==> config.mk <==
export PLATFORM = sky130hd
export DESIGN_NAME = srah_top
export DESIGN_NICKNAME = d
export VERILOG_FILES = /design/src/srah_top.v /design/src/srah_sync.v /design/src/srah_dbuf.v
export VERILOG_INCLUDE_DIRS = /design/src
export SDC_FILE = /design/constraint.sdc
export NUM_CORES = 1
export LEC_CHECK = 0
export BUFFER_PORTS_ARGS = -buffer_cell sky130_fd_sc_hd__buf_4
export CAP_MARGIN = 20
export CORE_ASPECT_RATIO = 1.5
export CORE_UTILIZATION = 40
export DETAILED_ROUTE_END_ITERATION = 10
export SLEW_MARGIN = 20
export SYNTH_ARGS = -nofsm -noshare
export SYNTH_HDL_FRONTEND = slang
export SYNTH_SLANG_ARGS = --single-unit
==> constraint.sdc <==
create_clock -name clock -period 2.96 [get_ports clock]
set_input_delay 0.74 -clock clock [delete_from_list [all_inputs] [get_ports clock]]
set_output_delay 0.74 -clock clock [all_outputs]
set_load 0.005 [all_outputs]
==> src/srah_defs.vh <==
// Purpose: Shared constants of the service request and acknowledge handler.
// Assumes: Byte-wide registers, word-spaced offsets on the plain register port.
// Notes:   Offsets are byte addresses; upper data bits read as zero except at the 16-bit buffer register.
`ifndef SRAH_DEFS_VH
`define SRAH_DEFS_VH

// ----------------------------------------------------------------
// Register offsets
// ----------------------------------------------------------------
`define SRAH_A_IRQ       8'h00
`define SRAH_A_LVEC      8'h04
`define SRAH_A_PVEC      8'h08
`define SRAH_A_STAT      8'h0c
`define SRAH_A_PCTL      8'h10
`define SRAH_A_FSTAT     8'h14
`define SRAH_A_DBUF      8'h18
`define SRAH_A_ISTAT     8'h1c
`define SRAH_A_IMASK     8'h20
`define SRAH_A_CFG       8'h24

// ----------------------------------------------------------------
// Field positions
// ----------------------------------------------------------------
`define SRAH_IRQ_PEND    7
`define SRAH_IRQ_PORT    6
`define SRAH_IRQ_PIPE    5
`define SRAH_STAT_DMA    7
`define SRAH_STAT_SREQ   3
`define SRAH_PCTL_DMAEN  7
`define SRAH_PCTL_IEN    4
`define SRAH_CFG_BUS16   0

// ----------------------------------------------------------------
// Vector codes, reset values and FIFO threshold
// ----------------------------------------------------------------
`define SRAH_VEC_PORT    3'h4
`define SRAH_VEC_PIPE    3'h5
`define SRAH_VEC_BOTH    3'h6
`define SRAH_RST_PCTL    8'h00
`define SRAH_RST_LVEC    8'h00
`define SRAH_RST_PVEC    8'h00
`define SRAH_RST_MASK    8'h00
`define SRAH_FIFO_THR    8'h20

`endif

==> src/srah_top.v <==
// Purpose: Service request and acknowledge handler of a parallel channel.
// Assumes: 50 MHz clock; register port with read data one cycle after strobe.
// Notes:   Sources arrive as level requests from channel and pipeline logic.
// Operation
// - Acknowledge read returns local vector register contents on data bus.
// - Service request pin returns high as soon as acknowledge is seen.
// - Clear then set of enable bit 4 ends the service.
// - Vector low bits: 4 channel, 5 pipeline, 6 both.
// - Status register bit mask 0x08 shows active service request.
// - DMA enabled and threshold exceeded sets status bit 7.
// - DMA data only through buffer register, needs 16-bit bus.
// - Irq register: bit7 pending, bit6 port, bit5 pipeline, rest zero.
//
// Local design decisions: the plain strobed port and the register offsets.
`timescale 1ns/1ps
`default_nettype none
`include "srah_defs.vh"

module srah_top
#(
    parameter BUF_DEPTH = 4,
    parameter BUF_AW    = 2
)
(
    input  wire        clock,
    input  wire        rst,
    input  wire [7:0]  addr,
    input  wire [15:0] wdata,
    input  wire        wr,
    input  wire        rd,
    output reg  [15:0] rdata_q,
    input  wire        svc_ack_n,
    input  wire        ack_rd,
    output reg  [15:0] ack_data_q,
    output reg         ack_data_oe_q,
    output reg         svc_req_n,
    input  wire        port_src,
    input  wire        pipe_src,
    input  wire [7:0]  fifo_level,
    input  wire [15:0] fifo_word,
    input  wire        fifo_word_vld,
    output reg         dma_req_q,
    output reg         irq_q
);

// ----------------------------------------------------------------
// Registers and state
// ----------------------------------------------------------------
reg  [7:0]  pctl_q;
reg  [7:0]  lvec_q;
reg  [7:0]  pvec_q;
reg         pend_q;
reg         port_q;
reg         pipe_q;
reg         armed_q;
reg         ien_low_q;
reg         cfg16_q;
reg  [1:0]  istat_q;
reg  [1:0]  imask_q;
reg  [BUF_AW-1:0] wptr_q;
reg  [BUF_AW-1:0] rptr_q;
reg  [7:0]  rsel_d;

wire        ack_lvl;
wire [15:0] dbuf_rdata;

srah_sync #(.RST_VAL(1'b1)) u_ack_sync
(
    .clock   (clock),
    .rst     (rst),
    .pin     (svc_ack_n),
    .level_q (ack_lvl)
);

srah_dbuf #(.WIDTH(16), .DEPTH(BUF_DEPTH), .AW(BUF_AW)) u_dbuf
(
    .clock   (clock),
    .we      (fifo_word_vld),
    .waddr   (wptr_q),
    .wdata   (fifo_word),
    .raddr   (rptr_q),
    .rdata_q (dbuf_rdata)
);

// ----------------------------------------------------------------
// Decode
// ----------------------------------------------------------------
wire ack_seen  = ~ack_lvl;
wire wr_irq    = wr && (addr == `SRAH_A_IRQ);
wire wr_pctl   = wr && (addr == `SRAH_A_PCTL);
wire ien_new   = wdata[`SRAH_PCTL_IEN];
// Toggle complete: a clear followed by a set of the enable bit
wire eos       = wr_pctl & ien_new & ien_low_q;
wire dma_en    = pctl_q[`SRAH_PCTL_DMAEN];
wire src_any   = port_src | pipe_src;
wire new_req   = armed_q & ~pend_q & src_any & pctl_q[`SRAH_PCTL_IEN];
wire thr_hit   = dma_en & (fifo_level > `SRAH_FIFO_THR);
wire [7:0] irq_val = {pend_q, port_q, pipe_q, 5'h00};
wire [2:0] vcode;

assign vcode = (port_q & pipe_q) ? `SRAH_VEC_BOTH :
               port_q            ? `SRAH_VEC_PORT :
               pipe_q            ? `SRAH_VEC_PIPE : 3'h0;

// ----------------------------------------------------------------
// Request and service state
// ----------------------------------------------------------------
always @(posedge clock or posedge rst)
begin
    if (rst)
    begin
        pend_q     <= 1'b0;
        port_q     <= 1'b0;
        pipe_q     <= 1'b0;
        armed_q    <= 1'b1;
        ien_low_q  <= 1'b0;
        svc_req_n  <= 1'b1;
    end
    else
    begin
        if (wr_pctl)
            ien_low_q <= ~ien_new | (ien_low_q & ~ien_new);
        if (eos)
            armed_q <= 1'b1;
        if (new_req)
        begin
            pend_q    <= 1'b1;
            port_q    <= port_src;
            pipe_q    <= pipe_src;
            armed_q   <= 1'b0;
            svc_req_n <= 1'b0;
        end
        else
        begin
            if (ack_seen)
                svc_req_n <= 1'b1;
            if (wr_irq && !wdata[`SRAH_IRQ_PEND])
            begin
                pend_q    <= 1'b0;
                svc_req_n <= 1'b1;
            end
            if (eos)
            begin
                pend_q <= 1'b0;
                port_q <= 1'b0;
                pipe_q <= 1'b0;
            end
        end
    end
end

// ----------------------------------------------------------------
// Software registers and interrupt status
// ----------------------------------------------------------------
always @(posedge clock or posedge rst)
begin
    if (rst)
    begin
        pctl_q    <= `SRAH_RST_PCTL;
        lvec_q    <= `SRAH_RST_LVEC;
        pvec_q    <= `SRAH_RST_PVEC;
        cfg16_q   <= 1'b0;
        istat_q   <= 2'b00;
        imask_q   <= 2'b00;
        dma_req_q <= 1'b0;
        irq_q     <= 1'b0;
    end
    else
    begin
        if (wr_pctl)
            pctl_q <= wdata[7:0];
        if (wr && (addr == `SRAH_A_LVEC))
            lvec_q <= {wdata[7:3], 3'h0};
        if (wr && (addr == `SRAH_A_PVEC))
            pvec_q <= wdata[7:0];
        if (wr && (addr == `SRAH_A_CFG))
            cfg16_q <= wdata[`SRAH_CFG_BUS16];
        if (wr && (addr == `SRAH_A_IMASK))
            imask_q <= wdata[1:0];
        // Set wins over write-one-to-clear
        istat_q <= (istat_q & ~((wr && addr == `SRAH_A_ISTAT) ? wdata[1:0] : 2'b00))
                   | {thr_hit, new_req};
        dma_req_q <= thr_hit;
        irq_q     <= |(istat_q & imask_q);
    end
end

// ----------------------------------------------------------------
// DMA buffer pointers
// ----------------------------------------------------------------
always @(posedge clock or posedge rst)
begin
    if (rst)
    begin
        wptr_q <= {BUF_AW{1'b0}};
        rptr_q <= {BUF_AW{1'b0}};
    end
    else
    begin
        if (fifo_word_vld)
            wptr_q <= wptr_q + 1'b1;
        // buffer reads only with DMA and wide bus
        if (rd && addr == `SRAH_A_DBUF && dma_en && cfg16_q)
            rptr_q <= rptr_q + 1'b1;
    end
end

// ----------------------------------------------------------------
// Read path
// ----------------------------------------------------------------
// Byte register select; registered below so read data leave a flip-flop
always @*
begin
    rsel_d = 8'h00;
    if (addr == `SRAH_A_IRQ)
        rsel_d = irq_val;
    else if (addr == `SRAH_A_LVEC)
        rsel_d = {lvec_q[7:3], vcode};
    else if (addr == `SRAH_A_PVEC)
        rsel_d = pvec_q;
    else if (addr == `SRAH_A_STAT)
        rsel_d = {dma_req_q, 3'h0, pend_q, 3'h0};
    else if (addr == `SRAH_A_PCTL)
        rsel_d = pctl_q;
    else if (addr == `SRAH_A_FSTAT)
        rsel_d = fifo_level;
    else if (addr == `SRAH_A_ISTAT)
        rsel_d = {6'h00, istat_q};
    else if (addr == `SRAH_A_IMASK)
        rsel_d = {6'h00, imask_q};
    else if (addr == `SRAH_A_CFG)
        rsel_d = {7'h00, cfg16_q};
    else
        rsel_d = 8'h00;
end

always @(posedge clock or posedge rst)
begin
    if (rst)
    begin
        rdata_q       <= 16'h0000;
        ack_data_q    <= 16'h0000;
        ack_data_oe_q <= 1'b0;
    end
    else
    begin
        // Buffer word already stands in the memory register while the pointer rests
        if (rd && addr == `SRAH_A_DBUF)
            rdata_q <= (dma_en & cfg16_q) ? dbuf_rdata : 16'h0000;
        else if (rd)
            rdata_q <= {8'h00, rsel_d};
        else
            rdata_q <= 16'h0000;
        ack_data_oe_q <= ack_rd & ack_seen;
        ack_data_q    <= (ack_rd & ack_seen) ? {8'h00, lvec_q[7:3], vcode} : 16'h0000;
    end
end

endmodule
`default_nettype wire

==> src/srah_sync.v <==
// Purpose: Three-stage synchroniser for one pin.
// Assumes: Input is asynchronous to clock.
// Notes:   Output changes only when stages two and three agree.
`timescale 1ns/1ps
`default_nettype none

module srah_sync
#(
    parameter RST_VAL = 1'b1
)
(
    input  wire clock,
    input  wire rst,
    input  wire pin,
    output reg  level_q
);

reg  s1_q;
reg  s2_q;
reg  s3_q;

always @(posedge clock or posedge rst)
begin
    if (rst)
    begin
        s1_q    <= RST_VAL;
        s2_q    <= RST_VAL;
        s3_q    <= RST_VAL;
        level_q <= RST_VAL;
    end
    else
    begin
        s1_q <= pin;
        s2_q <= s1_q;
        s3_q <= s2_q;
        // Stage one feeds stage two only
        if (s2_q == s3_q)
            level_q <= s3_q;
    end
end

endmodule
`default_nettype wire

==> src/srah_dbuf.v <==
// Purpose: Small word store for the DMA buffer path.
// Assumes: One write and one read port on the same clock.
// Notes:   Read data come from a register one cycle after the address.
`timescale 1ns/1ps
`default_nettype none

module srah_dbuf
#(
    parameter WIDTH = 16,
    parameter DEPTH = 4,
    parameter AW    = 2
)
(
    input  wire             clock,
    input  wire             we,
    input  wire [AW-1:0]    waddr,
    input  wire [WIDTH-1:0] wdata,
    input  wire [AW-1:0]    raddr,
    output reg  [WIDTH-1:0] rdata_q
);

reg  [WIDTH-1:0] mem [0:DEPTH-1];

always @(posedge clock)
begin
    if (we)
        mem[waddr] <= wdata;
    rdata_q <= mem[raddr];
end

endmodule
`default_nettype wire

### Word level (Yosys, flattened, before mapping)

Memory sizes are Yosys's and may differ from the RTL's. A register that Yosys moved wholly into a read port is not among the register bits.
Index checks and enable logic that the tools add are counted.

* bits in latches: 0
* memories: 1
* bits in writable memories: 64
* register bits after elaboration: 67
* output and inout port bits: 36
* logic and storage cells: 103
* bits in read-only memories: 0

* reductions and logical operators: 16
* shift-type cells: 0
* bitwise logic cells: 19
* $lt $le $gt $ge: 1
* eq/ne operators: 11
* div/mod/pow operators: 0
* multiply operators: 0
* mux-type cells: 30
* $add $sub $neg: 2

Memory list
* u_dbuf.mem: depth 4, width 16, rd ports 1, clocked after Yosys merged registers in 1, write ports 1, RTL line srah_dbuf.v:22 `reg [WIDTH-1:0] mem [0:DEPTH-1];`

Operators with widths (number)
* 8-bit two-way mux: 8
* 8-bit by 5-bit == test with 1-bit output, second input constant: 4
* 16-bit two-way mux: 2
* 8-bit by 4-bit == test with 1-bit output, second input constant: 2
* 8-bit by 6-bit == test with 1-bit output, second input constant: 2
* 1-bit two-way mux: 14
* 1-bit logical AND: 11
* 1-bit AND: 10
* 3-bit two-way mux: 3
* 8-bit by 3-bit == test with 1-bit output, second input constant: 1
* 8-bit by 6-bit greater-than comparator with 1-bit output, second input constant: 1
* 8-bit logical NOT: 1
* 2-bit two-way mux: 3
* 2-bit by 1-bit adder with 2-bit output, second input constant: 2
* 2-bit AND: 2
* 3-bit inequality test, second input constant: 1
* 1-bit NOT: 3
* 3-bit nonzero test: 1
* 2-bit NOT: 1
* 1-bit OR: 2
* 2-bit OR: 1
* 2-bit nonzero test: 1
* 2-bit OR reduction: 1
* 1-bit == test: 1
* 1-bit logical NOT: 1

### Depth between registers and ports, before layout

Gate-level depths: netlist of run 1.

* depth after elaboration: 12
* gate-level depth with buffers: 8
* gate-level depth less buffers: 5

### Hierarchy

From an unflattened synthesis of run 1, not the netlist that was laid out.

* cells, all modules: 379
* area total of the unflattened synthesis: 5800.6 um2

Modules (own cells, without submodules)
* srah_top: times used 1, cells an instance 269, area each 2982.9 um2, seq. area each 1579.0 um2
* srah_dbuf: times used 1, cells an instance 104, area each 2697.6 um2, seq. area each 2242.2 um2
* srah_sync: times used 1, cells an instance 6, area each 120.1 um2, seq. area each 105.1 um2

### Worst setup path after synthesis of run 1

OpenSTA, ideal clock, no wires.

* kind: input -> register
* start point: input addr[7]
* end point: register rdata_q[2]
* cell stages on the path: 7
* data required time: 2.895 ns
* slack: 0.319 ns
* buffers on the path: 2
* arrival: 2.577 ns
* cell sequence: or4_4 buf_6 or2_1 buf_6 or4_4 a221oi_2 a21o_1

* longest elaborated chain between the ends: 9
* elaborated cells between the ends (all ways): 16
* classes of those cells: eq/ne: 6; mux: 8; reduce/logical: 2

Ends and longest elaborated chain
* from (decl): RTL line srah_top.v:27 `input wire [7:0] addr,`
* 8-bit by 5-bit == test with 1-bit output (no source line)
* 8-bit two-way mux: RTL line srah_top.v:225 `` else if (addr == `SRAH_A_FSTAT) ``
* 8-bit two-way mux: RTL line srah_top.v:223 `` else if (addr == `SRAH_A_PCTL) ``
* 8-bit two-way mux: RTL line srah_top.v:221 `` else if (addr == `SRAH_A_STAT) ``
* 8-bit two-way mux: RTL line srah_top.v:219 `` else if (addr == `SRAH_A_PVEC) ``
* 8-bit two-way mux: RTL line srah_top.v:217 `` else if (addr == `SRAH_A_LVEC) ``
* 8-bit two-way mux: RTL line srah_top.v:215 `` if (addr == `SRAH_A_IRQ) ``
* 8-bit two-way mux: RTL line srah_top.v:250 `else if (rd)`
* 16-bit two-way mux (*): RTL line srah_top.v:248 `` if (rd && addr == `SRAH_A_DBUF) ``
* to (signal assigned): RTL line srah_top.v:249 `rdata_q <= (dma_en & cfg16_q) ? dbuf_rdata : 16'h0000;`
* to (signal assigned): RTL line srah_top.v:251 `rdata_q <= {8'h00, rsel_d};`
* to (decl): RTL line srah_top.v:31 `output reg [15:0] rdata_q,`

Mark *: on every way between the ends. The rest lies on a longest branch, timed or not.
A chain may end at the register's enable or synchronous reset.

### Worst setup path after layout of run 1

Ends and elaborated chain as after synthesis.

==> results of run 1 <==
-- how the worst min path moves through the flow --
stage	start	end	slack (ps)	cells past startpoint
CTS	u_ack_sync.s1_q	u_ack_sync.s2_q	360	0
global route	u_ack_sync.s1_q	u_ack_sync.s2_q	360	0
floorplan	u_ack_sync.s1_q	u_ack_sync.s2_q	350	0
global placement	u_ack_sync.s1_q	u_ack_sync.s2_q	350	0
finish	u_ack_sync.s1_q	u_ack_sync.s2_q	350	0
detailed placement	u_ack_sync.s1_q	u_ack_sync.s2_q	350	0
-- final cells by class --
cell class / count / area, um2 / share of cell area, %
clock inverters: 13 / 111 / 1.56
repair buffers: 93 / 711 / 9.93
well taps: 192 / 240 / 3.36
flip-flops and latches: 147 / 3930 / 54.9
inverters: 9 / 33.8 / 0.472
clock buffers: 19 / 433 / 6.05
multi-input cells: 209 / 1700 / 23.8
-- metrics by stage --
stage	std cells	hold WS, ps
3_5_place_dp	650	347
3_3_place_gp	650	347
2_1_floorplan	390	345
4_1_cts	682	356
6_report	682	355
5_1_grt	682	357
-- metal layers --
metal  share of wire, %  vias up  global-route usage, %
met4                1.9        0                   7.90
met2                 55       90                   30.1
met5                  0        -                      0
met1                 38     1722                   18.8
li1                   -     1590                      -
met3                5.0       10                   4.26
-- flip-flops by register name (all words and copies together), names as in the netlist, 2 cells and up --
| register | cells |
|---|---|
| istat_q | 2 |
| rptr_q | 2 |
| ack_data_q | 8 |
| imask_q | 2 |
| rdata_q | 16 |
| pctl_q | 8 |
| lvec_q | 5 |
| u_dbuf.mem | 64 |
| u_dbuf.rdata_q | 16 |
| pvec_q | 8 |
| wptr_q | 2 |
-- cell families after synthesis --
kind of cell	after synthesis	synth area share (%)
AND/OR/NAND/NOR	95	9.27
other	1	0.0649
multiplexers	46	12.0
XOR/XNOR	3	0.455
AO/OA/AOI/OAI	52	6.22
adder cells (fa/ha/maj)	5	1.04
flip-flops	147	68.0
buffers and inverters	34	3.01
-- report_power, final --
group          internal, mW  switching [mW]
logic                 0.178           0.243
clock network          1.15           0.798
registers              2.40          0.0780
total                  3.73            1.12
-- layout by cell type (no fill, tap or decap), types with 7 or more instances in the layout --
cell type  netlist  routed
a31oi_1          7       7
and2_1          18      18
buf_4            8      92
clkbuf_16        0      17
conb_1           1       8
dfrtp_1         61      61
dfxtp_1         16      16
edfxtp_1        64      64
inv_1            9       8
mux2_1           8       8
mux2_2          17      17
mux4_2          16      16
nand2_1         19      19
nor2_1          16      16
nor2b_1          8       8
o21ai_0          9       9
==> key figures, run 1 <==
Timing
  – Slew Limit Headroom: 42.2%
  – Fmax: 429 MHz
  – Final hold violation count: 0
  – Final min period: 2330 ps
  – Setup TNS Final: 0 ps
  – Worst Skew: ~9.1 ps
  – Worst-margin pin slew: 861 ps
  – Final setup viols: 0
  – Period utilization: around 79%
  – Final Slew Violations: 0
  – Unrepaired setup endpoints after global routing: no
  – Fin worst setup slack: 627 ps

Placed design
  – Placed instance area: about 6600 um2
  – RD Place Congestion: 0.851
  – IO Port Bufs: 76
  – Dpl hpwl: 8340 um
  – Dpl ws: around 200 ps

Clock network
  – Sink Count: between 100 and 150
  – Clock slew at reported path FFs: 60 ps
  – Total CTS buffers: 17
  – Post-CTS setup buffer count: 0
  – CTS tree: done
  – Clock Path Buffers: 2
  – H-tree levels: 4
  – Post-cts gate resize count: 0
  – Clock tree root buffer cell: clkbuf_16
  – Post-CTS Hold Buffers: 0
  – Skew-Pair Late Insertion Delay: about 400 ps

Die
  – Die footprint: 14900 um2
  – Die height: 149 um
  – Rows: 53
  – Core region area: 14100 um2
  – I/O pin cnt: between 90 and 100
  – Initial core utilization: between 40% and 50%
  – Die width: 100 um

Worst setup path
  – Crit path top cell by count: or4_4
  – Crit start category: input pin
  – Crit path from: addr[7]
  – Critical Path AT: 2670 ps
  – RR Endpoint: port_q
  – CP Buf/Inv Count: 1
  – Critical path peak fanout: 6
  – Crit path required time: 3300 ps
  – Worst path depth: 6
  – Delay-heaviest family, CP: simple AND/OR/NAND/NOR gates
  – Slowest stage delay, CP: 550 ps
  – R2r setup slk: 1400 ps
  – Critical path class: input pin to flop
  – FF-to-FF Start: armed_q
  – CP Capture Type: flop
  – Worst setup path endpoint: rdata_q[2]
  – Worst r2r path cells: 4
  – Slowest-stage cell, CP: or4_4
  – Worst-path cell chain: buf_4, or4_4, or2_1, or4_4, a221oi_2, a21o_1

Cells and area
  – Nets: 538
  – Layout area overhead: 23.9%
  – Share of cells above drive strength 1: 35.1%
  – Fillers: between 1000 and 1500
  – Fin util: 50.9%
  – Finished Cell Area: 7160 um2
  – Ant diodes: 0

Yosys
  – Yosys warning count: 0
  – Synth top area share: around a third
  – Synth top cells by count: edfxtp_1, dfrtp_1, nand2_1, and2_1, mux2_2
  – Top_reg_cell synth: edfxtp_1
  – Top-count cell post-synth: edfxtp_1
  – Cell taking the most area after synthesis: edfxtp_1
  – Async SR Flop Fraction: 45.6%
  – #FFs+latches synth: 147
  – Syn Area/Cell: 15.1 um2
  – Post-synthesis sequential area ratio: 68.0%
  – EDFF count, synth: 64
  – Cell variety after synth: 59
  – Cells after Synth: 383
  – Synth top area cells: edfxtp_1, dfrtp_1, mux4_2
  – Synth Cell Area: around 5800 um2

GRT
  – First-pass GRT wire length: between 15000 and 20000 um
  – Total gr overflow: 0
  – GRT Util Overall: 16.9%
  – Largest net degree at the start of global routing: 30
  – Vias in the first global route: ~3600
  – Initial antenna violation count: 0

Detailed routing
  – Post-route ant nets: 0
  – Total vias in the final route: 3412
  – Final WL: approximately 12000 um
  – Iteration-0 DRC Markers: 133
  – Vias/cell: 5.00
  – First-pass DRT Iterations: 4
  – Drt wl/cell: between 15 and 20 um
  – Drt drc: 0

Pwr
  – Power Dens Cells: 678 nW/um2
  – Maximum vdd drop: 0.407 mV
  – Pwr Total: 4.85 mW
  – Pleak: approximately 3.0 nW

Flow run
  – # Max-Cap Violations: 0

Status
  – Status: finished clean

Hold path
  – Worst Hold Class: flop to flop
(Power assumes the default switching activity.)
==> inputs of run 2 (changes only) <==
clock period = 2.3 ns   (was 2.96 ns; I/O delays follow)
==> run 2 against run 1 <==
  * Non-clock buffer count rose by 8
  * Global-route usage rose by 0.12 points
  * Wire length rose by 1.1%
  * Final cell count rose by 1.2%
  * Worst hold slack got worse by 120 ps
  * Critical endpoint is now pctl_q[0]
  * Largest power group unchanged
==> key figures, run 2 (synthesis gave the netlist of run 1 again) <==
Status
  – Status: finished clean

Cells and area
  – Fin util: 52.2% (+1.2 points)
  – Share of cells above drive strength 1: 37.8% (+2.6 points)
  – Nets: 546 (+1.5%)
  – Leading registers by flop count: u_dbuf.mem (64), rdata_q (16), u_dbuf.rdata_q (16)
  – Layout area overhead: 26.9%
  – Biggest register: u_dbuf.mem
  – Most frequent cells in the layout: buf_4, edfxtp_1, dfrtp_1, nand2_1, and2_1
  – Max reg flops: 64 (unchanged)
  – Commonest non-fill, non-tap cell in the layout: buf_4
  – Ant diodes: 0 (unchanged)
  – Fillers: 1255 (-0.32%)

Worst setup path
  – Critical path peak fanout: 7 (+1)
  – Critical path class: input pin to flop
  – Delay-heaviest family, CP: simple AND/OR/NAND/NOR gates
  – Slowest-stage cell, CP: or4_4
  – CP Buf/Inv Count: 3 (+2)
  – Critical Path AT: 2360 ps (-310 ps)
  – CP Capture Type: flop
  – Crit path required time: 2590 ps (-710 ps)
  – Slowest stage delay, CP: 540 ps (about the same)
  – Worst-path cell chain: buf_4, or4_4, or2_1, buf_4, nor3_4, buf_4, mux2_1
  – Crit path top cell by count: buf_4
  – Crit start category: input pin

Die
  – I/O pin cnt: 93 (unchanged)
  – Rows: 53 (unchanged)
  – Die height: 149 um (unchanged)
  – Initial core utilization: 41.1% (unchanged)
  – Die footprint: 14900 um2 (unchanged)
  – Core region area: 14100 um2 (unchanged)
  – Die width: 100 um (unchanged)

Detailed routing
  – Drt drc: 0 (unchanged)
  – Iteration-0 DRC Markers: 136 (+2.3%)
  – Vias/cell: 4.98 (-0.49%)
  – First-pass DRT Iterations: 4 (unchanged)
  – Drt wl/cell: 17.0 um (about the same)
  – Total vias in the final route: 3435 (+0.67%)
  – Final WL: 11800 um (+1.1%)
  – Post-route ant nets: 0 (unchanged)

GRT
  – Vias in the first global route: 3599 (-1.1%)
  – Largest net degree at the start of global routing: 68 (+130%)
  – GRT Util Overall: 17.1% (+0.12 points)
  – First-pass GRT wire length: 18800 um (+0.33%)
  – Initial antenna violation count: 0 (unchanged)
  – Total gr overflow: 0 (unchanged)

Clock network
  – CTS tree: done
  – Clock tree root buffer cell: clkbuf_16
  – Post-cts gate resize count: 0 (unchanged)
  – Clock Path Buffers: 2 (unchanged)
  – Total CTS buffers: 17 (unchanged)
  – Sink Count: 147 (unchanged)
  – Post-CTS Hold Buffers: 0 (unchanged)
  – Post-CTS setup buffer count: 0 (unchanged)
  – Clock slew at reported path FFs: 60 ps (about the same)
  – H-tree levels: 4 (unchanged)
  – Skew-Pair Late Insertion Delay: 410 ps (about the same)

Placed design
  – IO Port Bufs: 76 (unchanged)
  – Dpl ws: -195 ps (-399 ps)
  – Dpl hpwl: 8310 um (-0.43%)
  – RD Place Congestion: 0.847 (-0.42%)

Timing
  – Final min period: 2070 ps
  – Worst-margin pin slew: 566 ps (-295 ps)
  – Setup TNS Final: 0 ps (unchanged)
  – Final Slew Violations: 0 (unchanged)
  – Fmax: 482 MHz
  – Final setup viols: 0 (unchanged)
  – Period utilization: 90.1%
  – Unrepaired setup endpoints after global routing: no
  – Slew Limit Headroom: 62.2% (+20 points)
  – Fin worst setup slack: 227 ps (-400 ps)
  – Final hold violation count: 0 (unchanged)
  – WHS: 235 ps (-120 ps)
  – Worst Skew: 6.96 ps (-2.09 ps)

Hold path
  – Worst Hold Class: input pin to async pin

Pwr
  – Maximum vdd drop: 0.846 mV (+110%)
  – Power Dens Cells: 894 nW/um2 (+32%)
  – Pwr Total: 6.56 mW (+35%)
  – Pleak: 3.07 nW (+2.6%)

Flow run
  – # Max-Cap Violations: 0 (unchanged)
==> run 2: cell type report <==
| type | instances | area [um2] | area share [%] |
|---|---|---|---|
| Clock inverter | 12 | 155 | 2.12 |
| Timing Repair Buffer | 101 | 796 | 10.9 |
| Clock buffer | 20 | 447 | 6.09 |
| Tap cell | 192 | 240 | 3.28 |
| Inverter | 9 | 33.8 | 0.461 |
| Sequential cell | 147 | 3930 | 53.5 |
| Multi-Input combinational cell | 209 | 1730 | 23.7 |
==> run 2: path summary, 6_finish.rpt <==
kind                       slack (ps)          endpoint       startpoint  cells past startpoint
max in group asynchronous        1750         svc_req_n              rst                      3
setup / recovery                  230         pctl_q[0]          addr[7]                      7
setup reg to reg                  760  u_dbuf.mem[1][7]        wptr_q[1]                      4
min in group clock                270   u_ack_sync.s1_q        svc_ack_n                      1
hold reg to reg                   360   u_ack_sync.s2_q  u_ack_sync.s1_q                      0
hold / removal                    230       rdata_q[15]              rst                      3
==> run 2: routing by layer <==
metal / up-vias / global-route usage, % / wire length [um]
li1: 1601 / - / -
met1: 1730 / 19.1 / 4600
met4: 0 / 7.61 / 275
met3: 16 / 5.06 / 539
met5: - / 0 / 0
met2: 88 / 29.7 / 6350
==> run 2: through the flow <==
stage / instances / area, um2
2_1_floorplan: 390 / 5830
3_3_place_gp: 658 / 6730
3_5_place_dp: 658 / 6730
4_1_cts: 690 / 7330
5_1_grt: 690 / 7330
6_report: 690 / 7330
==> run 2: worst min-delay path: cells and delay by family <==
family	cells	cell delay [ps]
buf+inv	3	480
==> run 2: power breakdown <==
group          switching [mW]  internal [mW]
registers               0.101           3.09
clock network            1.04           1.74
logic                   0.321          0.264
